`src/hdl/opaddr_cfg.svh`:
```
`ifndef OPADDR_CFG_SVH
`define OPADDR_CFG_SVH

`define WORD_W        16
`define VEC_W         8
`define VEC_DIV_ERR   8'h00
`define VEC_STEP      8'h01
`define VEC_NMI       8'h02
`define VEC_BRK       8'h03
`define VEC_OVF       8'h04
`define VEC_BOUND     8'h05
`define VEC_BAD_OP    8'h06
`define VEC_NO_EXT    8'h07
`define VEC_EXT_ERR   8'h10
`define VEC_RSV_LO_A  8'h08
`define VEC_RSV_HI_A  8'h0f
`define VEC_RSV_LO_B  8'h11
`define VEC_RSV_HI_B  8'h1f
`define VEC_USER_LO   8'h20
`define CS_RESET      16'hf000
`define SEG_RESET     16'h0000

`endif

```
`src/hdl/opaddr_pkg.sv`:
```
package opaddr_pkg;

  typedef enum logic [1:0] {
    SEG_EXTRA,
    SEG_CODE,
    SEG_STACK,
    SEG_DATA
  } seg_sel_t;

  typedef enum logic [2:0] {
    AM_DIRECT,
    AM_REG_IND,
    AM_BASED,
    AM_INDEXED,
    AM_BASE_IDX,
    AM_BASE_IDX_DISP
  } addr_mode_t;

  typedef enum logic [1:0] {
    REF_FETCH,
    REF_STACK,
    REF_DATA,
    REF_STR_DST
  } ref_kind_t;

  typedef enum logic [1:0] {
    IND_SRC_IDX,
    IND_DST_IDX,
    IND_GEN_BASE,
    IND_FRAME_BASE
  } ind_sel_t;

endpackage

```
`src/hdl/offset_sum.sv`:
```
`timescale 1ns/100ps
`include "opaddr_cfg.svh"

module offset_sum (
  input  wire logic [`WORD_W-1:0] disp_i,
  input  wire logic               disp_byte_i,
  input  wire logic               use_disp_i,
  input  wire logic [`WORD_W-1:0] base_i,
  input  wire logic               use_base_i,
  input  wire logic [`WORD_W-1:0] index_i,
  input  wire logic               use_index_i,
  output logic      [`WORD_W-1:0] offset_o
);

  logic [`WORD_W-1:0] disp_ext;
  logic [`WORD_W-1:0] d_term;
  logic [`WORD_W-1:0] b_term;
  logic [`WORD_W-1:0] i_term;

  // byte displacement sign extended before adding
  assign disp_ext = disp_byte_i ? {{8{disp_i[7]}}, disp_i[7:0]} : disp_i;
  assign d_term   = use_disp_i  ? disp_ext : 16'h0000;
  assign b_term   = use_base_i  ? base_i   : 16'h0000;
  assign i_term   = use_index_i ? index_i  : 16'h0000;
  // carry out of bit 15 is dropped on purpose: offsets wrap in the segment
  assign offset_o = 16'(d_term + b_term + i_term);

endmodule

```
`src/hdl/operand_address_generation.sv`:
```
`timescale 1ns/100ps
`include "opaddr_cfg.svh"

// Operation
// - memory addresses are a 16-bit segment selector and 16-bit offset
// - instruction fetch and prefetch always use the code segment
// - stack pushes, pops and frame-base-based references use stack segment
// - other data references use the data segment
// - string destinations use the extra segment
// - an override prefix replaces the implicit segment for the operand
// - offset is the modulo 2^16 sum of present elements
// - byte displacement is sign extended to 16 bits
// - direct mode offset equals the displacement only
// - register indirect offset is one of four pointer registers
// - based mode adds displacement to a base register
// - indexed mode adds displacement to an index register
// - based indexed mode adds base and index, no displacement
// - based indexed with displacement adds all three
// - register operand from general register, immediate from instruction
// - signed byte and word values are two's complement
// - overflow trap raises vector 4, return past instruction
// - divide error vector 0, bad opcode vector 6, return at fault
// - coprocessor op with extension absent raises vector 7 at instruction
// - extension error delivered as vector 16 at coprocessor op
// - vectors 8-15 and 17-31 reserved; 32-255 user
// - segment is contiguous bytes up to 64K, reached by 16-bit offset
// - non-maskable request uses internal vector 2, no acknowledge

module operand_address_generation (
  input  wire logic                    clock_i,
  input  wire logic                    arst_n_i,
  input  wire logic                    req_i,
  input  wire opaddr_pkg::ref_kind_t   ref_kind_i,
  input  wire opaddr_pkg::addr_mode_t  mode_i,
  input  wire logic                    ovr_valid_i,
  input  wire opaddr_pkg::seg_sel_t    ovr_seg_i,
  input  wire logic [15:0]             disp_i,
  input  wire logic                    disp_byte_i,
  input  wire opaddr_pkg::ind_sel_t    ind_sel_i,
  input  wire logic                    base_is_frame_i,
  input  wire logic                    index_is_dest_i,
  input  wire logic [15:0]             src_index_reg_i,
  input  wire logic [15:0]             dest_index_reg_i,
  input  wire logic [15:0]             general_base_reg_i,
  input  wire logic [15:0]             frame_base_reg_i,
  input  wire logic [15:0]             ip_i,
  input  wire logic [15:0]             sp_i,
  input  wire logic [15:0]             code_seg_i,
  input  wire logic [15:0]             stack_seg_i,
  input  wire logic [15:0]             data_segment_reg_i,
  input  wire logic [15:0]             extra_segment_reg_i,
  input  wire logic                    opnd_req_i,
  input  wire logic                    opnd_is_reg_i,
  input  wire logic                    opnd_word_i,
  input  wire logic [15:0]             gen_reg_i,
  input  wire logic [15:0]             imm_i,
  input  wire logic                    ovf_trap_i,
  input  wire logic                    div_err_i,
  input  wire logic                    bad_opcode_i,
  input  wire logic                    cop_instr_i,
  input  wire logic                    ext_present_i,
  input  wire logic                    ext_error_i,
  input  wire logic                    nmi_i,
  input  wire logic [15:0]             instr_addr_i,
  input  wire logic [15:0]             next_addr_i,
  output logic                         addr_valid_o,
  output logic      [15:0]             seg_o,
  output logic      [15:0]             offset_o,
  output opaddr_pkg::seg_sel_t         seg_used_o,
  output logic                         opnd_valid_o,
  output logic      [15:0]             opnd_o,
  output logic                         vec_valid_o,
  output logic      [7:0]              vec_o,
  output logic      [15:0]             ret_addr_o
);

  // ****************************************************
  // segment choice and offset elements
  // ****************************************************
  opaddr_pkg::seg_sel_t seg_pick;
  logic [15:0]          base_val;
  logic [15:0]          index_val;
  logic [15:0]          mem_off;
  logic [15:0]          off_sel;
  logic [15:0]          seg_val;
  logic                 use_disp;
  logic                 use_base;
  logic                 use_index;
  logic                 frame_used;

  assign base_val  = base_is_frame_i ? frame_base_reg_i : general_base_reg_i;
  assign index_val = index_is_dest_i ? dest_index_reg_i : src_index_reg_i;

  always_comb begin
    use_disp   = 1'b0;
    use_base   = 1'b0;
    use_index  = 1'b0;
    frame_used = 1'b0;
    unique case (mode_i)
      opaddr_pkg::AM_DIRECT: begin
        use_disp = 1'b1;
      end
      opaddr_pkg::AM_REG_IND: begin
        // the register is routed through the base lane below
        use_base   = 1'b1;
        frame_used = (ind_sel_i == opaddr_pkg::IND_FRAME_BASE);
      end
      opaddr_pkg::AM_BASED: begin
        use_disp   = 1'b1;
        use_base   = 1'b1;
        frame_used = base_is_frame_i;
      end
      opaddr_pkg::AM_INDEXED: begin
        use_disp  = 1'b1;
        use_index = 1'b1;
      end
      opaddr_pkg::AM_BASE_IDX: begin
        use_base   = 1'b1;
        use_index  = 1'b1;
        frame_used = base_is_frame_i;
      end
      opaddr_pkg::AM_BASE_IDX_DISP: begin
        use_disp   = 1'b1;
        use_base   = 1'b1;
        use_index  = 1'b1;
        frame_used = base_is_frame_i;
      end
      default: begin
        use_disp = 1'b1;
      end
    endcase
  end

  logic [15:0] base_lane;

  always_comb begin
    base_lane = base_val;
    if (mode_i == opaddr_pkg::AM_REG_IND) begin
      unique case (ind_sel_i)
        opaddr_pkg::IND_SRC_IDX:    base_lane = src_index_reg_i;
        opaddr_pkg::IND_DST_IDX:    base_lane = dest_index_reg_i;
        opaddr_pkg::IND_GEN_BASE:   base_lane = general_base_reg_i;
        opaddr_pkg::IND_FRAME_BASE: base_lane = frame_base_reg_i;
      endcase
    end
  end

  seg_select seg_select_i (
    .ref_kind_i        (ref_kind_i),
    .frame_base_used_i (frame_used),
    .ovr_valid_i       (ovr_valid_i),
    .ovr_seg_i         (ovr_seg_i),
    .seg_o             (seg_pick)
  );

  offset_sum offset_sum_i (
    .disp_i      (disp_i),
    .disp_byte_i (disp_byte_i),
    .use_disp_i  (use_disp),
    .base_i      (base_lane),
    .use_base_i  (use_base),
    .index_i     (index_val),
    .use_index_i (use_index),
    .offset_o    (mem_off)
  );

  // fetch and stack traffic take their offsets from pointers, not operands
  always_comb begin
    unique case (ref_kind_i)
      opaddr_pkg::REF_FETCH: off_sel = ip_i;
      opaddr_pkg::REF_STACK: off_sel = sp_i;
      default:               off_sel = mem_off;
    endcase
  end

  always_comb begin
    unique case (seg_pick)
      opaddr_pkg::SEG_CODE:  seg_val = code_seg_i;
      opaddr_pkg::SEG_STACK: seg_val = stack_seg_i;
      opaddr_pkg::SEG_DATA:  seg_val = data_segment_reg_i;
      opaddr_pkg::SEG_EXTRA: seg_val = extra_segment_reg_i;
    endcase
  end

  // ****************************************************
  // registered address output
  // ****************************************************
  always_ff @(posedge clock_i or negedge arst_n_i) begin
    if (!arst_n_i) begin
      addr_valid_o <= 1'b0;
      seg_o        <= `CS_RESET;
      offset_o     <= 16'h0000;
      seg_used_o   <= opaddr_pkg::SEG_CODE;
    end else begin
      addr_valid_o <= req_i;
      if (req_i) begin
        seg_o      <= seg_val;
        offset_o   <= off_sel;
        seg_used_o <= seg_pick;
      end
    end
  end

  // ****************************************************
  // register and immediate operands
  // ****************************************************
  logic [15:0] opnd_src;

  // byte operands sign extended so downstream sees two's complement words
  always_comb begin
    opnd_src = opnd_is_reg_i ? gen_reg_i : imm_i;
    if (!opnd_word_i) begin
      opnd_src = {{8{opnd_src[7]}}, opnd_src[7:0]};
    end
  end

  always_ff @(posedge clock_i or negedge arst_n_i) begin
    if (!arst_n_i) begin
      opnd_valid_o <= 1'b0;
      opnd_o       <= 16'h0000;
    end else begin
      opnd_valid_o <= opnd_req_i;
      if (opnd_req_i) begin
        opnd_o <= opnd_src;
      end
    end
  end

  // ****************************************************
  // exception vectors
  // ****************************************************
  logic       vec_hit;
  logic [7:0] vec_d;
  logic [15:0] ret_d;

  // exceptions outrank the non-maskable request; reserved codes never issue
  always_comb begin
    vec_hit = 1'b1;
    vec_d   = `VEC_NMI;
    ret_d   = next_addr_i;
    if (div_err_i) begin
      vec_d = `VEC_DIV_ERR;
      ret_d = instr_addr_i;
    end else if (bad_opcode_i) begin
      vec_d = `VEC_BAD_OP;
      ret_d = instr_addr_i;
    end else if (cop_instr_i && !ext_present_i) begin
      vec_d = `VEC_NO_EXT;
      ret_d = instr_addr_i;
    end else if (cop_instr_i && ext_error_i) begin
      vec_d = `VEC_EXT_ERR;
      ret_d = instr_addr_i;
    end else if (ovf_trap_i) begin
      vec_d = `VEC_OVF;
      ret_d = next_addr_i;
    end else if (nmi_i) begin
      vec_d = `VEC_NMI;
      ret_d = next_addr_i;
    end else begin
      vec_hit = 1'b0;
    end
  end

  always_ff @(posedge clock_i or negedge arst_n_i) begin
    if (!arst_n_i) begin
      vec_valid_o <= 1'b0;
      vec_o       <= 8'h00;
      ret_addr_o  <= 16'h0000;
    end else begin
      vec_valid_o <= vec_hit;
      if (vec_hit) begin
        vec_o      <= vec_d;
        ret_addr_o <= ret_d;
      end
    end
  end

  // ****************************************************
  // assertions
  // ****************************************************
  AST_FETCH_CODE: assert property (@(posedge clock_i)
    disable iff (!arst_n_i)
    req_i && ref_kind_i == opaddr_pkg::REF_FETCH |=>
    seg_used_o == opaddr_pkg::SEG_CODE && offset_o == $past(ip_i))
    else $error("fetch not on code segment");

  AST_FRAME_STACK: assert property (@(posedge clock_i)
    disable iff (!arst_n_i)
    req_i && ref_kind_i == opaddr_pkg::REF_DATA && !ovr_valid_i &&
    mode_i == opaddr_pkg::AM_BASED && base_is_frame_i |=>
    seg_used_o == opaddr_pkg::SEG_STACK)
    else $error("frame base not on stack segment");

  AST_DATA_SEG: assert property (@(posedge clock_i)
    disable iff (!arst_n_i)
    req_i && ref_kind_i == opaddr_pkg::REF_DATA && !ovr_valid_i &&
    mode_i == opaddr_pkg::AM_INDEXED |=> seg_o == $past(data_segment_reg_i))
    else $error("data reference not on data segment");

  AST_STR_DST: assert property (@(posedge clock_i)
    disable iff (!arst_n_i)
    req_i && ref_kind_i == opaddr_pkg::REF_STR_DST |=>
    seg_o == $past(extra_segment_reg_i))
    else $error("string destination not on extra segment");

  AST_OVERRIDE: assert property (@(posedge clock_i)
    disable iff (!arst_n_i)
    req_i && ref_kind_i == opaddr_pkg::REF_DATA && ovr_valid_i |=>
    seg_used_o == $past(ovr_seg_i))
    else $error("override ignored");

  AST_DIRECT: assert property (@(posedge clock_i)
    disable iff (!arst_n_i)
    req_i && ref_kind_i == opaddr_pkg::REF_DATA &&
    mode_i == opaddr_pkg::AM_DIRECT && !disp_byte_i |=>
    offset_o == $past(disp_i))
    else $error("direct offset wrong");

  AST_FULL_SUM: assert property (@(posedge clock_i)
    disable iff (!arst_n_i)
    req_i && ref_kind_i == opaddr_pkg::REF_DATA && disp_byte_i &&
    mode_i == opaddr_pkg::AM_BASE_IDX_DISP |=>
    offset_o == 16'($past(base_val) + $past(index_val) +
                    {{8{$past(disp_i[7])}}, $past(disp_i[7:0])}))
    else $error("based indexed offset wrong");

  AST_DIV_VEC: assert property (@(posedge clock_i)
    disable iff (!arst_n_i)
    div_err_i |=> vec_valid_o && vec_o == 8'h00 &&
    ret_addr_o == $past(instr_addr_i))
    else $error("divide error vector wrong");

  AST_OVF_VEC: assert property (@(posedge clock_i)
    disable iff (!arst_n_i)
    ovf_trap_i && !div_err_i && !bad_opcode_i && !cop_instr_i |=>
    vec_o == 8'h04 && ret_addr_o == $past(next_addr_i))
    else $error("overflow trap vector wrong");

  AST_NO_EXT: assert property (@(posedge clock_i)
    disable iff (!arst_n_i)
    cop_instr_i && !ext_present_i && !div_err_i && !bad_opcode_i |=>
    vec_o == 8'h07)
    else $error("extension absent vector wrong");

  AST_RSV: assert property (@(posedge clock_i)
    disable iff (!arst_n_i)
    vec_valid_o |-> !(vec_o inside {[8'h08:8'h0f], [8'h11:8'h1f]}))
    else $error("reserved vector issued");

  AST_NMI: assert property (@(posedge clock_i)
    disable iff (!arst_n_i)
    nmi_i && !div_err_i && !bad_opcode_i && !cop_instr_i && !ovf_trap_i
    |=> vec_valid_o && vec_o == 8'h02)
    else $error("nmi vector wrong");

  COV_OVERRIDE: cover property (@(posedge clock_i) disable iff (!arst_n_i)
    req_i && ovr_valid_i && ref_kind_i == opaddr_pkg::REF_DATA);
  COV_WRAP: cover property (@(posedge clock_i) disable iff (!arst_n_i)
    req_i && mode_i == opaddr_pkg::AM_BASE_IDX_DISP &&
    (17'(base_val) + 17'(index_val)) > 17'h0ffff);
  COV_EXT_ERR: cover property (@(posedge clock_i) disable iff (!arst_n_i)
    vec_valid_o && vec_o == 8'h10);

endmodule

```
`src/hdl/seg_select.sv`:
```
`timescale 1ns/100ps
`include "opaddr_cfg.svh"

module seg_select (
  input  wire opaddr_pkg::ref_kind_t ref_kind_i,
  input  wire logic                  frame_base_used_i,
  input  wire logic                  ovr_valid_i,
  input  wire opaddr_pkg::seg_sel_t  ovr_seg_i,
  output opaddr_pkg::seg_sel_t       seg_o
);

  always_comb begin
    unique case (ref_kind_i)
      opaddr_pkg::REF_FETCH:   seg_o = opaddr_pkg::SEG_CODE;
      opaddr_pkg::REF_STACK:   seg_o = opaddr_pkg::SEG_STACK;
      opaddr_pkg::REF_STR_DST: seg_o = opaddr_pkg::SEG_EXTRA;
      opaddr_pkg::REF_DATA: begin
        if (ovr_valid_i) begin
          seg_o = ovr_seg_i;
        end else if (frame_base_used_i) begin
          seg_o = opaddr_pkg::SEG_STACK;
        end else begin
          seg_o = opaddr_pkg::SEG_DATA;
        end
      end
    endcase
  end

endmodule

```
`config.mk`:
```
export PLATFORM = sky130hd
export DESIGN_NAME = operand_address_generation
export DESIGN_NICKNAME = d
export VERILOG_FILES = /design/src/hdl/opaddr_pkg.sv /design/src/hdl/offset_sum.sv /design/src/hdl/operand_address_generation.sv /design/src/hdl/seg_select.sv
export VERILOG_INCLUDE_DIRS = /design/src /design/src/hdl
export SDC_FILE = /design/constraint.sdc
export NUM_CORES = 1
export LEC_CHECK = 0
export BUFFER_PORTS_ARGS = -buffer_cell sky130_fd_sc_hd__buf_2
export CAP_MARGIN = 20
export CELL_PAD_IN_SITES_DETAIL_PLACEMENT = 0
export CELL_PAD_IN_SITES_GLOBAL_PLACEMENT = 1
export CORE_MARGIN = 1
export CORE_UTILIZATION = 30
export DETAILED_ROUTE_END_ITERATION = 8
export MAX_ROUTING_LAYER = met4
export PLACE_DENSITY_LB_ADDON = 0.08
export SLEW_MARGIN = 5
export SYNTH_ARGS = -nofsm -noshare
export SYNTH_HDL_FRONTEND = slang
export SYNTH_HIERARCHICAL = 1
export SYNTH_SLANG_ARGS = --single-unit
```
`constraint.sdc`:
```
create_clock -name clock_i -period 0.8 [get_ports clock_i]
set_input_delay 0.12 -clock clock_i [delete_from_list [all_inputs] [get_ports clock_i]]
set_output_delay 0.12 -clock clock_i [all_outputs]
set_load 0.05 [all_outputs]
```
# After elaboration in Yosys (flattened, before gate mapping)
# Index checks and enable logic that the tools add are counted.
# classes
n_reduce_logical	10
n_addsub	2
n_eq_ne	14
muxes	33
# op_table
operator	count
2-to-1 mux 16 bit	13
one-hot mux 16 bit (4 select lines)	2
adder 16 bit	2
one-hot mux 16 bit (2 select lines)	1
2-to-1 mux 5 bit	4
== test 2 bit (second input constant)	6
2-to-1 mux 1 bit	9
one-hot mux 2 bit (4 select lines)	1
== test 2 x 1 -> 1 bit (second input constant)	3
== test 3 x 2 -> 1 bit (second input constant)	2
== test 3 bit (second input constant)	2
logical NOT 2 bit	3
OR reduction 3 bit	2
OR reduction 4 bit	1
== test 3 x 1 -> 1 bit (second input constant)	1
2-to-1 mux 3 bit	1
logical AND 1 bit	2
2-to-1 mux 2 bit	1
one-hot mux 1 bit (2 select lines)	1
OR reduction 2 bit	1
logical NOT 1 bit	1
# totals
register_bits	77
input_bits	266
out_inout_bits	77
elab_cells	68

# Longest topological paths before layout
# Gate-level depths: netlist (run 1).
# logic_depth
ltp_word	8
depth_mapped	20
depth_no_buf	18

# By module
# Netlist (run 1), hierarchy kept.
# by_module_without_submodules
module	n_inst	seq_area_each_um2	cells_each	area_per_inst_um2
operand_address_generation	1	1833.0	429	4865.9
offset_sum	1	0.0	192	1361.3
seg_select	1	0.0	7	36.3

# Least setup slack after synthesis (run 1)
# No wires, ideal clock.
# synth_path
kind	input to register
from	input mode_i[2]
to	register offset_o[14]
slack_ns	-2.895
cell_stages	17
setup_time_ns	0.125
arrival_ns	3.570
path_buffers	2
t_required_ns	0.675
path_cell_list	clkbuf_1 > nor2_1 > xnor2_1 > clkbuf_1 > nand2_1 > fa_1 > inv_1 > ha_1 > a21o_1 > a31o_2 > o211a_1 > o21ai_2 > mux2i_1 > a221o_1 > nand2_1 > o21ai_0 > mux2_2
# synth_via
elab_chain_len	7
elab_cells_between_ends	17
cone_classes	add/sub (2); eq/ne (5); mux (7); reduce/logical (3)
# synth_lines
element	line	rtl
start: declaration	operand_address_generation.sv:34	input wire opaddr_pkg::addr_mode_t mode_i,
== test 3 x 1 -> 1 bit (tied with other cells)	operand_address_generation.sv:99	unique case (mode_i)
OR reduction 4 bit (no source line) (*)	-	
2-to-1 mux 1 bit (*)	operand_address_generation.sv:99	
via use_base	operand_address_generation.sv:87	logic use_base;
2-to-1 mux 16 bit (*)	offset_sum.sv:23	assign b_term = use_base_i ? base_i : 16'h0000;
adder 16 bit (*) (2 in a row)	offset_sum.sv:26	assign offset_o = 16'(d_term + b_term + i_term);
via mem_off[14]	operand_address_generation.sv:83	logic [15:0] mem_off;
one-hot mux 16 bit (2 select lines) (*)	operand_address_generation.sv:169	unique case (ref_kind_i)
end signal: assignment	operand_address_generation.sv:198	offset_o <= off_sel;
end: declaration	operand_address_generation.sv:68	output logic [15:0] offset_o,
# The timed path passes the listed nets; every way through them passes the cells marked *.
# A chain may end at the register's enable or synchronous reset.

# Worst setup path after layout (run 1)
# layout_path
from	input ind_sel_i[0]
to	register offset_o[11]
# layout_via
elab_chain_len	7
elab_cells_between_ends	10
cone_classes	add/sub (2); eq/ne (3); mux (4); reduce/logical (1)
# layout_lines
element	line	rtl
start: declaration	operand_address_generation.sv:39	input wire opaddr_pkg::ind_sel_t ind_sel_i,
== test 2 bit (tied with other cells)	operand_address_generation.sv:139	unique case (ind_sel_i)
one-hot mux 16 bit (4 select lines) (*)	operand_address_generation.sv:139	
2-to-1 mux 16 bit (*)	operand_address_generation.sv:138	if (mode_i == opaddr_pkg::AM_REG_IND) begin
via base_lane[1]	operand_address_generation.sv:134	logic [15:0] base_lane;
2-to-1 mux 16 bit (*)	offset_sum.sv:23	
adder 16 bit (*) (2 in a row)	offset_sum.sv:26	
via mem_off[11]	operand_address_generation.sv:83	
one-hot mux 16 bit (2 select lines) (*)	operand_address_generation.sv:169	
# Marked as above.

==> results of run 1 <==
## metrics by stage
step           TNS (ps)  hold slack [ps]
2_1_floorplan    -55820             -176
3_3_place_gp     -70140             26.5
3_5_place_dp     -70670             20.4
4_1_cts          -63600             41.0
5_1_grt          -71190             49.7
6_report         -64370             45.0
## registers in the layout (all words and copies together), names as in the netlist
| signal | flops |
|---|---|
| vec_o | 4 |
| offset_o | 16 |
| addr_valid_o | 1 |
| vec_valid_o | 1 |
| seg_used_o | 2 |
| ret_addr_o | 16 |
| opnd_valid_o | 1 |
| opnd_o | 16 |
| seg_o | 16 |
## timing repair
item                       in CTS  in global routing
cloned                          7                  0
setup buffers                  31                 30
hold buffers                    1                  0
hold endpoints to repair       73                  0
resized for setup             246                 92
setup endpoints to repair     125                135
pin swaps                      30                 24
## cells by family after synthesis
| group | after synthesis |
|---|---|
| buf+inv | 81 |
| flops | 73 |
| compound gates | 112 |
| mux | 149 |
| fa+ha+maj | 30 |
| xor+xnor | 16 |
| other cells | 1 |
| simple gates | 166 |
## cell usage after synthesis (2+ instances only)
cell	number	area (um^2)
a21o_1	3	22.5
a21oi_1	43	215
a221o_1	2	20.0
a31oi_1	2	12.5
and2_0	2	12.5
and2_1	3	18.8
and3_1	2	12.5
buf_2	15	75.1
buf_4	6	45.0
buf_6	3	33.8
clkbuf_1	19	71.3
dfrtp_1	68	1700
dfstp_2	5	131
fa_1	16	320
ha_1	14	175
inv_1	35	131
mux2_2	49	552
mux2_4	9	135
mux2i_1	59	591
mux4_1	7	184
mux4_2	25	563
nand2_1	84	315
nand2b_1	4	25.0
nand3_1	6	30.0
nor2_1	46	173
nor2b_1	10	62.6
nor3_1	4	20.0
o21ai_0	42	210
o21ai_1	4	20.0
xnor2_1	13	114
xor2_1	3	26.3
## path summary, 6_finish.rpt
path / from / end / slack (ps) / cells after the start
max in group asynchronous: arst_n_i / vec_o[0]$_DFFE_PN0P_ / 120 / 3
min in group asynchronous: arst_n_i / addr_valid_o$_DFF_PN0_ / 220 / 2
min reg2reg: offset_o[13]$_DFFE_PN0P_ / offset_o[13]$_DFFE_PN0P_ / 530 / 1
min: opnd_req_i / opnd_o[2]$_DFFE_PN0P_ / 40 / 2
max: ind_sel_i[0] / offset_o[11]$_DFFE_PN0P_ / -2330 / 20
max reg2reg: seg_o[3]$_DFFE_PN0P_ / seg_o[3]$_DFFE_PN0P_ / -120 / 2
## area by class of cell
| type | count | share of cell area [%] |
|---|---|---|
| Multi-Input combinational cell | 477 | 42.2 |
| Timing Repair Buffer | 498 | 34.1 |
| Sequential cell | 73 | 16.7 |
| Tap cell | 270 | 3.05 |
| Clock buffer | 10 | 2.16 |
| Inverter | 36 | 1.31 |
| Clock inverter | 6 | 0.373 |
| Antenna cell | 2 | 0.0452 |
## where the power goes
part / total (uW) / internal (uW) / leakage [uW] / switching (uW)
logic: 10800 / 5290 / 0.00447 / 5550
clock network: 3750 / 2180 / 0.000131 / 1570
registers: 4770 / 4320 / 0.000831 / 450
total: 19400 / 11800 / 0.00544 / 7570
## critical path, stage by stage
cell      delay, ps
buf_8           100
buf_12          130
mux4_2          320
nand2_1          40
o21ai_1          60
nand2_1          80
fa_1            510
inv_2            40
ha_4            160
inv_4            50
fa_2            200
inv_2            30
a21o_1          170
a221o_1         350
a221oi_4        320
o21bai_1        120
xor2_1          150
nand2_1          60
o21ai_1          60
mux2_4          260
## metal layers
layer / up-vias / wire (um) / global-route usage (%)
li1: 3138 / - / -
met5: - / 0 / -
met1: 2877 / 9160 / 24.7
met4: 0 / 391 / 5.73
met2: 216 / 10700 / 34.1
met3: 22 / 1340 / 3.91
==> results.json, run 1 <==
{
  "remaining_drc_errors": 0,
  "hpwl_um": 17000,
  "grt_usage_pct": 20.3,
  "multi_input_area_um2": 4670,
  "required_ps": 1010,
  "layout_setup_ws_ps": -2330,
  "start_kind": "input pin",
  "place_congestion": 0.785,
  "antenna_left": 0,
  "grt_pass1_wl_um": 33500,
  "fp.dieW_um": 146,
  "viasPerCell": 4.56,
  "ys_seq_elements": 73,
  "finClkSkew_ps": 0,
  "ctsLongestPathBuffers": 2,
  "synthCells": 628,
  "synthAdderAreaFrac_pct": 7.91,
  "path_max_fanout": 8,
  "max_freq_ghz": 0.320,
  "setup_viol": 128,
  "stdcell_count": 1372,
  "dp_slack_ps": -2840,
  "die_area_um2": 21500,
  "wl_per_cell_um": 15.7,
  "fp.coreArea_um2": 20400,
  "die_y_um": 146,
  "synth-simple-area-share_pct": 11.4,
  "leakagePower_uw": 0.00544,
  "drtIter0Drc": 135,
  "syn_area_per_cell_um2": 9.97,
  "worst-setup-path-type": "in2reg",
  "io_pins": 343,
  "start_util_pct": 30.8,
  "wl_um": 21500,
  "cts_root_buffer": "clkbuf_16",
  "regArea_um2": 1850,
  "irDropWorstVdd_mv": 1.05,
  "synthToLayoutAreaGrowth_pct": 76.8,
  "slew_violations": 0,
  "synth-edff-count": 0,
  "synth_top_family_by_area": "multiplexers",
  "violations": "negative setup slack",
  "io_buffers": 338,
  "maxCapViolCount": 0,
  "cts_buffers": 9,
  "layout_commonest_cell": "buf_2",
  "hold_viol_final": 0,
  "htreeDepth": 3,
  "dp.cells": 1292,
  "fin_area_um2": 11100,
  "utilization_pct": 54.4,
  "min_period_ps": 3130,
  "grt_overflow": 0,
  "cts.clk_slew.worst_paths_ps": 60,
  "yosysWarnings": 6,
  "muxShareOfSynthArea_pct": 32.3,
  "vias": 6253,
  "synthFlopType": "dfrtp_1",
  "place_area_um2": 9110,
  "synth_xor_area_share_pct": 2.24,
  "rsz0062_at_grt": "true",
  "antenna_found_initial": 1,
  "insertion_delay_ps": 330,
  "status": "finished with violations",
  "synth_compound_area_share_pct": 10.7,
  "cts_tree": "built",
  "layout-drive-gt1-share_pct": 65.8,
  "synth_area_um2": 6260,
  "dr.pass1.iters": 4,
  "synth.distinct_cells": 56,
  "power_uw": 19400,
  "grt_pass1_vias": 6368,
  "power_density_nw_per_um2": 1750,
  "cts_sinks": 73,
  "cp-end-kind": "flop",
  "rows": 52,
  "fillers": 1898,
  "fin_nets": 1391,
  "grt_max_degree": 33,
  "fin_crit_sh_pct": 391,
  "crit_arrival_ps": 3340,
  "final_cell_mix": "buf_2 (254), buf_4 (124), buf_6 (90), nand2_1 (80)",
  "hold_path.class": "in2reg",
  "seq_area_frac_synth_pct": 29.3,
  "synth-async-reset-ratio_pct": 100
}
No activity file was read; power rests on OpenSTA's default activity.
==> run 2: changes to the inputs <==
--- a/config.mk
+++ b/config.mk
@@ -15,6 +15,7 @@
 export DETAILED_ROUTE_END_ITERATION = 8
 export MAX_ROUTING_LAYER = met4
 export PLACE_DENSITY_LB_ADDON = 0.08
+export SETUP_SLACK_MARGIN = 0.1
 export SLEW_MARGIN = 5
 export SYNTH_ARGS = -nofsm -noshare
 export SYNTH_HDL_FRONTEND = slang
==> run 2 against run 1 <==
The flow still finishes with violations (negative setup slack). First-iteration DRC count is 1.5% lower. Sequential share of layout area rose by 0.34 points. Via count up 1.2%. Largest power group unchanged. Critical path type unchanged. Highest routed layer unchanged. Register-to-register slack hardly changed. Critical path depth unchanged.
==> results.json, run 2 (synthesis gave the netlist of run 1 again) <==
{
  "grt_usage_pct": 20.0,
  "grt_overflow": 0,
  "insertion_delay_ps": 320,
  "grt_max_degree": 48,
  "fin_crit_sh_pct": 397,
  "multi_input_area_um2": 4720,
  "cp_cell_sequence": "buf_8, buf_6, mux4_2, nand2_2, o21ai_2, nand2_1, fa_1, inv_2, ha_4, inv_2, fa_2, inv_2, a21o_1, a221o_1, a221oi_4, buf_4, a311oi_2, nand2_1, o21ai_0, mux2_4",
  "hold_viol_final": 0,
  "cts_root_buffer": "clkbuf_16",
  "start_kind": "input pin",
  "layout_setup_ws_ps": -2380,
  "worst-setup-path-type": "in2reg",
  "crit_buf_inv": 6,
  "vias": 6328,
  "final_cell_mix": "buf_2 (252), buf_4 (104), nand2_1 (81), buf_6 (81), dfrtp_2 (67)",
  "maxCapViolCount": 0,
  "holdWs_ps": 92.5,
  "antenna_found_initial": 1,
  "regArea_um2": 1920,
  "die_area_um2": 21500,
  "r2r_cells": 2,
  "grt_pass1_vias": 6601,
  "hold-path-cell-count": 3,
  "io_pins": 343,
  "max_stage_delay_ps": 530,
  "start_util_pct": 30.8,
  "setup_viol": 126,
  "min-delay-start": "imm_i[3]",
  "wl_met3_um": 1070,
  "layout-drive-gt1-share_pct": 70.7,
  "power_density_nw_per_um2": 1770,
  "slew_violations": 0,
  "drtIter0Drc": 133,
  "rsz0062_at_grt": "true",
  "cts.clk_slew.worst_paths_ps": 60,
  "wl_per_cell_um": 15.9,
  "remaining_drc_errors": 0,
  "routedLengthMet1_um": 9190,
  "leakagePower_uw": 0.00535,
  "power_uw": 19800,
  "fin_nets": 1375,
  "crit_arrival_ps": 3390,
  "cp-startpoint": "ind_sel_i[0]",
  "ctsLongestPathBuffers": 2,
  "critPathTopFamily": "compound AO/OA/AOI/OAI gates",
  "r2r-start": "offset_o[0]$_DFFE_PN0P_",
  "cts_sinks": 73,
  "synthToLayoutAreaGrowth_pct": 79.2,
  "dp.cells": 1278,
  "io_buffers": 338,
  "utilization_pct": 55.1,
  "cts_tree": "built",
  "hold_path.class": "in2reg",
  "finClkSkew_ps": 0,
  "antenna_left": 0,
  "place_area_um2": 9080,
  "dr.pass1.iters": 4,
  "required_ps": 1010,
  "cp-end-kind": "flop",
  "viasPerCell": 4.67,
  "hpwl_um": 16900,
  "path_max_fanout": 4,
  "cp_slowest_cell": "fa_1",
  "min_period_ps": 3180,
  "cts_buffers": 9,
  "htreeDepth": 3,
  "violations": "negative setup slack",
  "irDropWorstVdd_mv": 0.977,
  "fillers": 1820,
  "max_freq_ghz": 0.315,
  "cp.depth": 20,
  "stdcell_count": 1355,
  "die_y_um": 146,
  "layout_commonest_cell": "buf_2",
  "fin_area_um2": 11200,
  "grt_pass1_wl_um": 33400,
  "rows": 52,
  "place_congestion": 0.875,
  "crit_top_cell": "inv_2",
  "wl_um": 21600,
  "fp.dieW_um": 146,
  "routed-wl-met2_um": 10900,
  "highest_layer": "met4",
  "status": "finished with violations",
  "fp.coreArea_um2": 20400
}
run 2: worst paths after layout:
| path | end | slack, ps |
|---|---|---|
| min in group asynchronous | addr_valid_o$_DFF_PN0_ | 320 |
| worst min-delay path | opnd_o[3]$_DFFE_PN0P_ | 90 |
| max in group asynchronous | opnd_o[12]$_DFFE_PN0P_ | 170 |
| worst max register to register | offset_o[0]$_DFFE_PN0P_ | -120 |
| worst min register to register | seg_used_o[1]$_DFFE_PN0P_ | 530 |
| worst max-delay path | offset_o[13]$_DFFE_PN0P_ | -2380 |
run 2: area by class of cell:
cell class / instances / share of cell area [%]
diodes: 1 / 0.0223
clock buffers: 13 / 2.41
clock inverters: 3 / 0.412
inverters: 36 / 1.27
multi-input cells: 477 / 42.1
flip-flops and latches: 73 / 17.1
well taps: 270 / 3.01
repair buffers: 482 / 33.7
run 2: worst reg2reg max path: stages (launching register included):
cell and delay [ps]:
dfrtp_2 420, buf_4 140, mux2_4 250
run 2: per-layer routing:
metal | track usage (%) | vias to the layer above
li1 | - | 3108
met1 | 24.2 | 2970
met2 | 35.0 | 227
met3 | 2.88 | 23
met4 | 5.00 | 0
met5 | - | -
run 2: stage by stage:
stage          TNS [ps]  worst slack (ps)
3_3_place_gp     -69620             -2790
6_report         -64200             -2380
3_5_place_dp     -70760             -2830
5_1_grt          -71310             -2600
4_1_cts          -62950             -2370
2_1_floorplan    -55860             -2630
run 2: where the power goes:
part / leakage (uW) / internal [uW] / total [uW] / switching, uW
clock network: 0.000152 / 2680 / 4240 / 1560
logic: 0.00442 / 5210 / 10700 / 5490
registers: 0.000780 / 4400 / 4880 / 478
total: 0.00535 / 12300 / 19800 / 7530
run 2: what timing repair did:
| item | CTS | global route |
|---|---|---|
| hold endpoints to repair | 73 | 0 |
| cloned | 7 | 0 |
| endpoints found under the setup margin | 136 | 140 |
| pin swaps | 41 | 12 |
| resized for setup | 278 | 86 |
| hold buffers | 1 | 0 |
| buffers inserted | 18 | 35 |
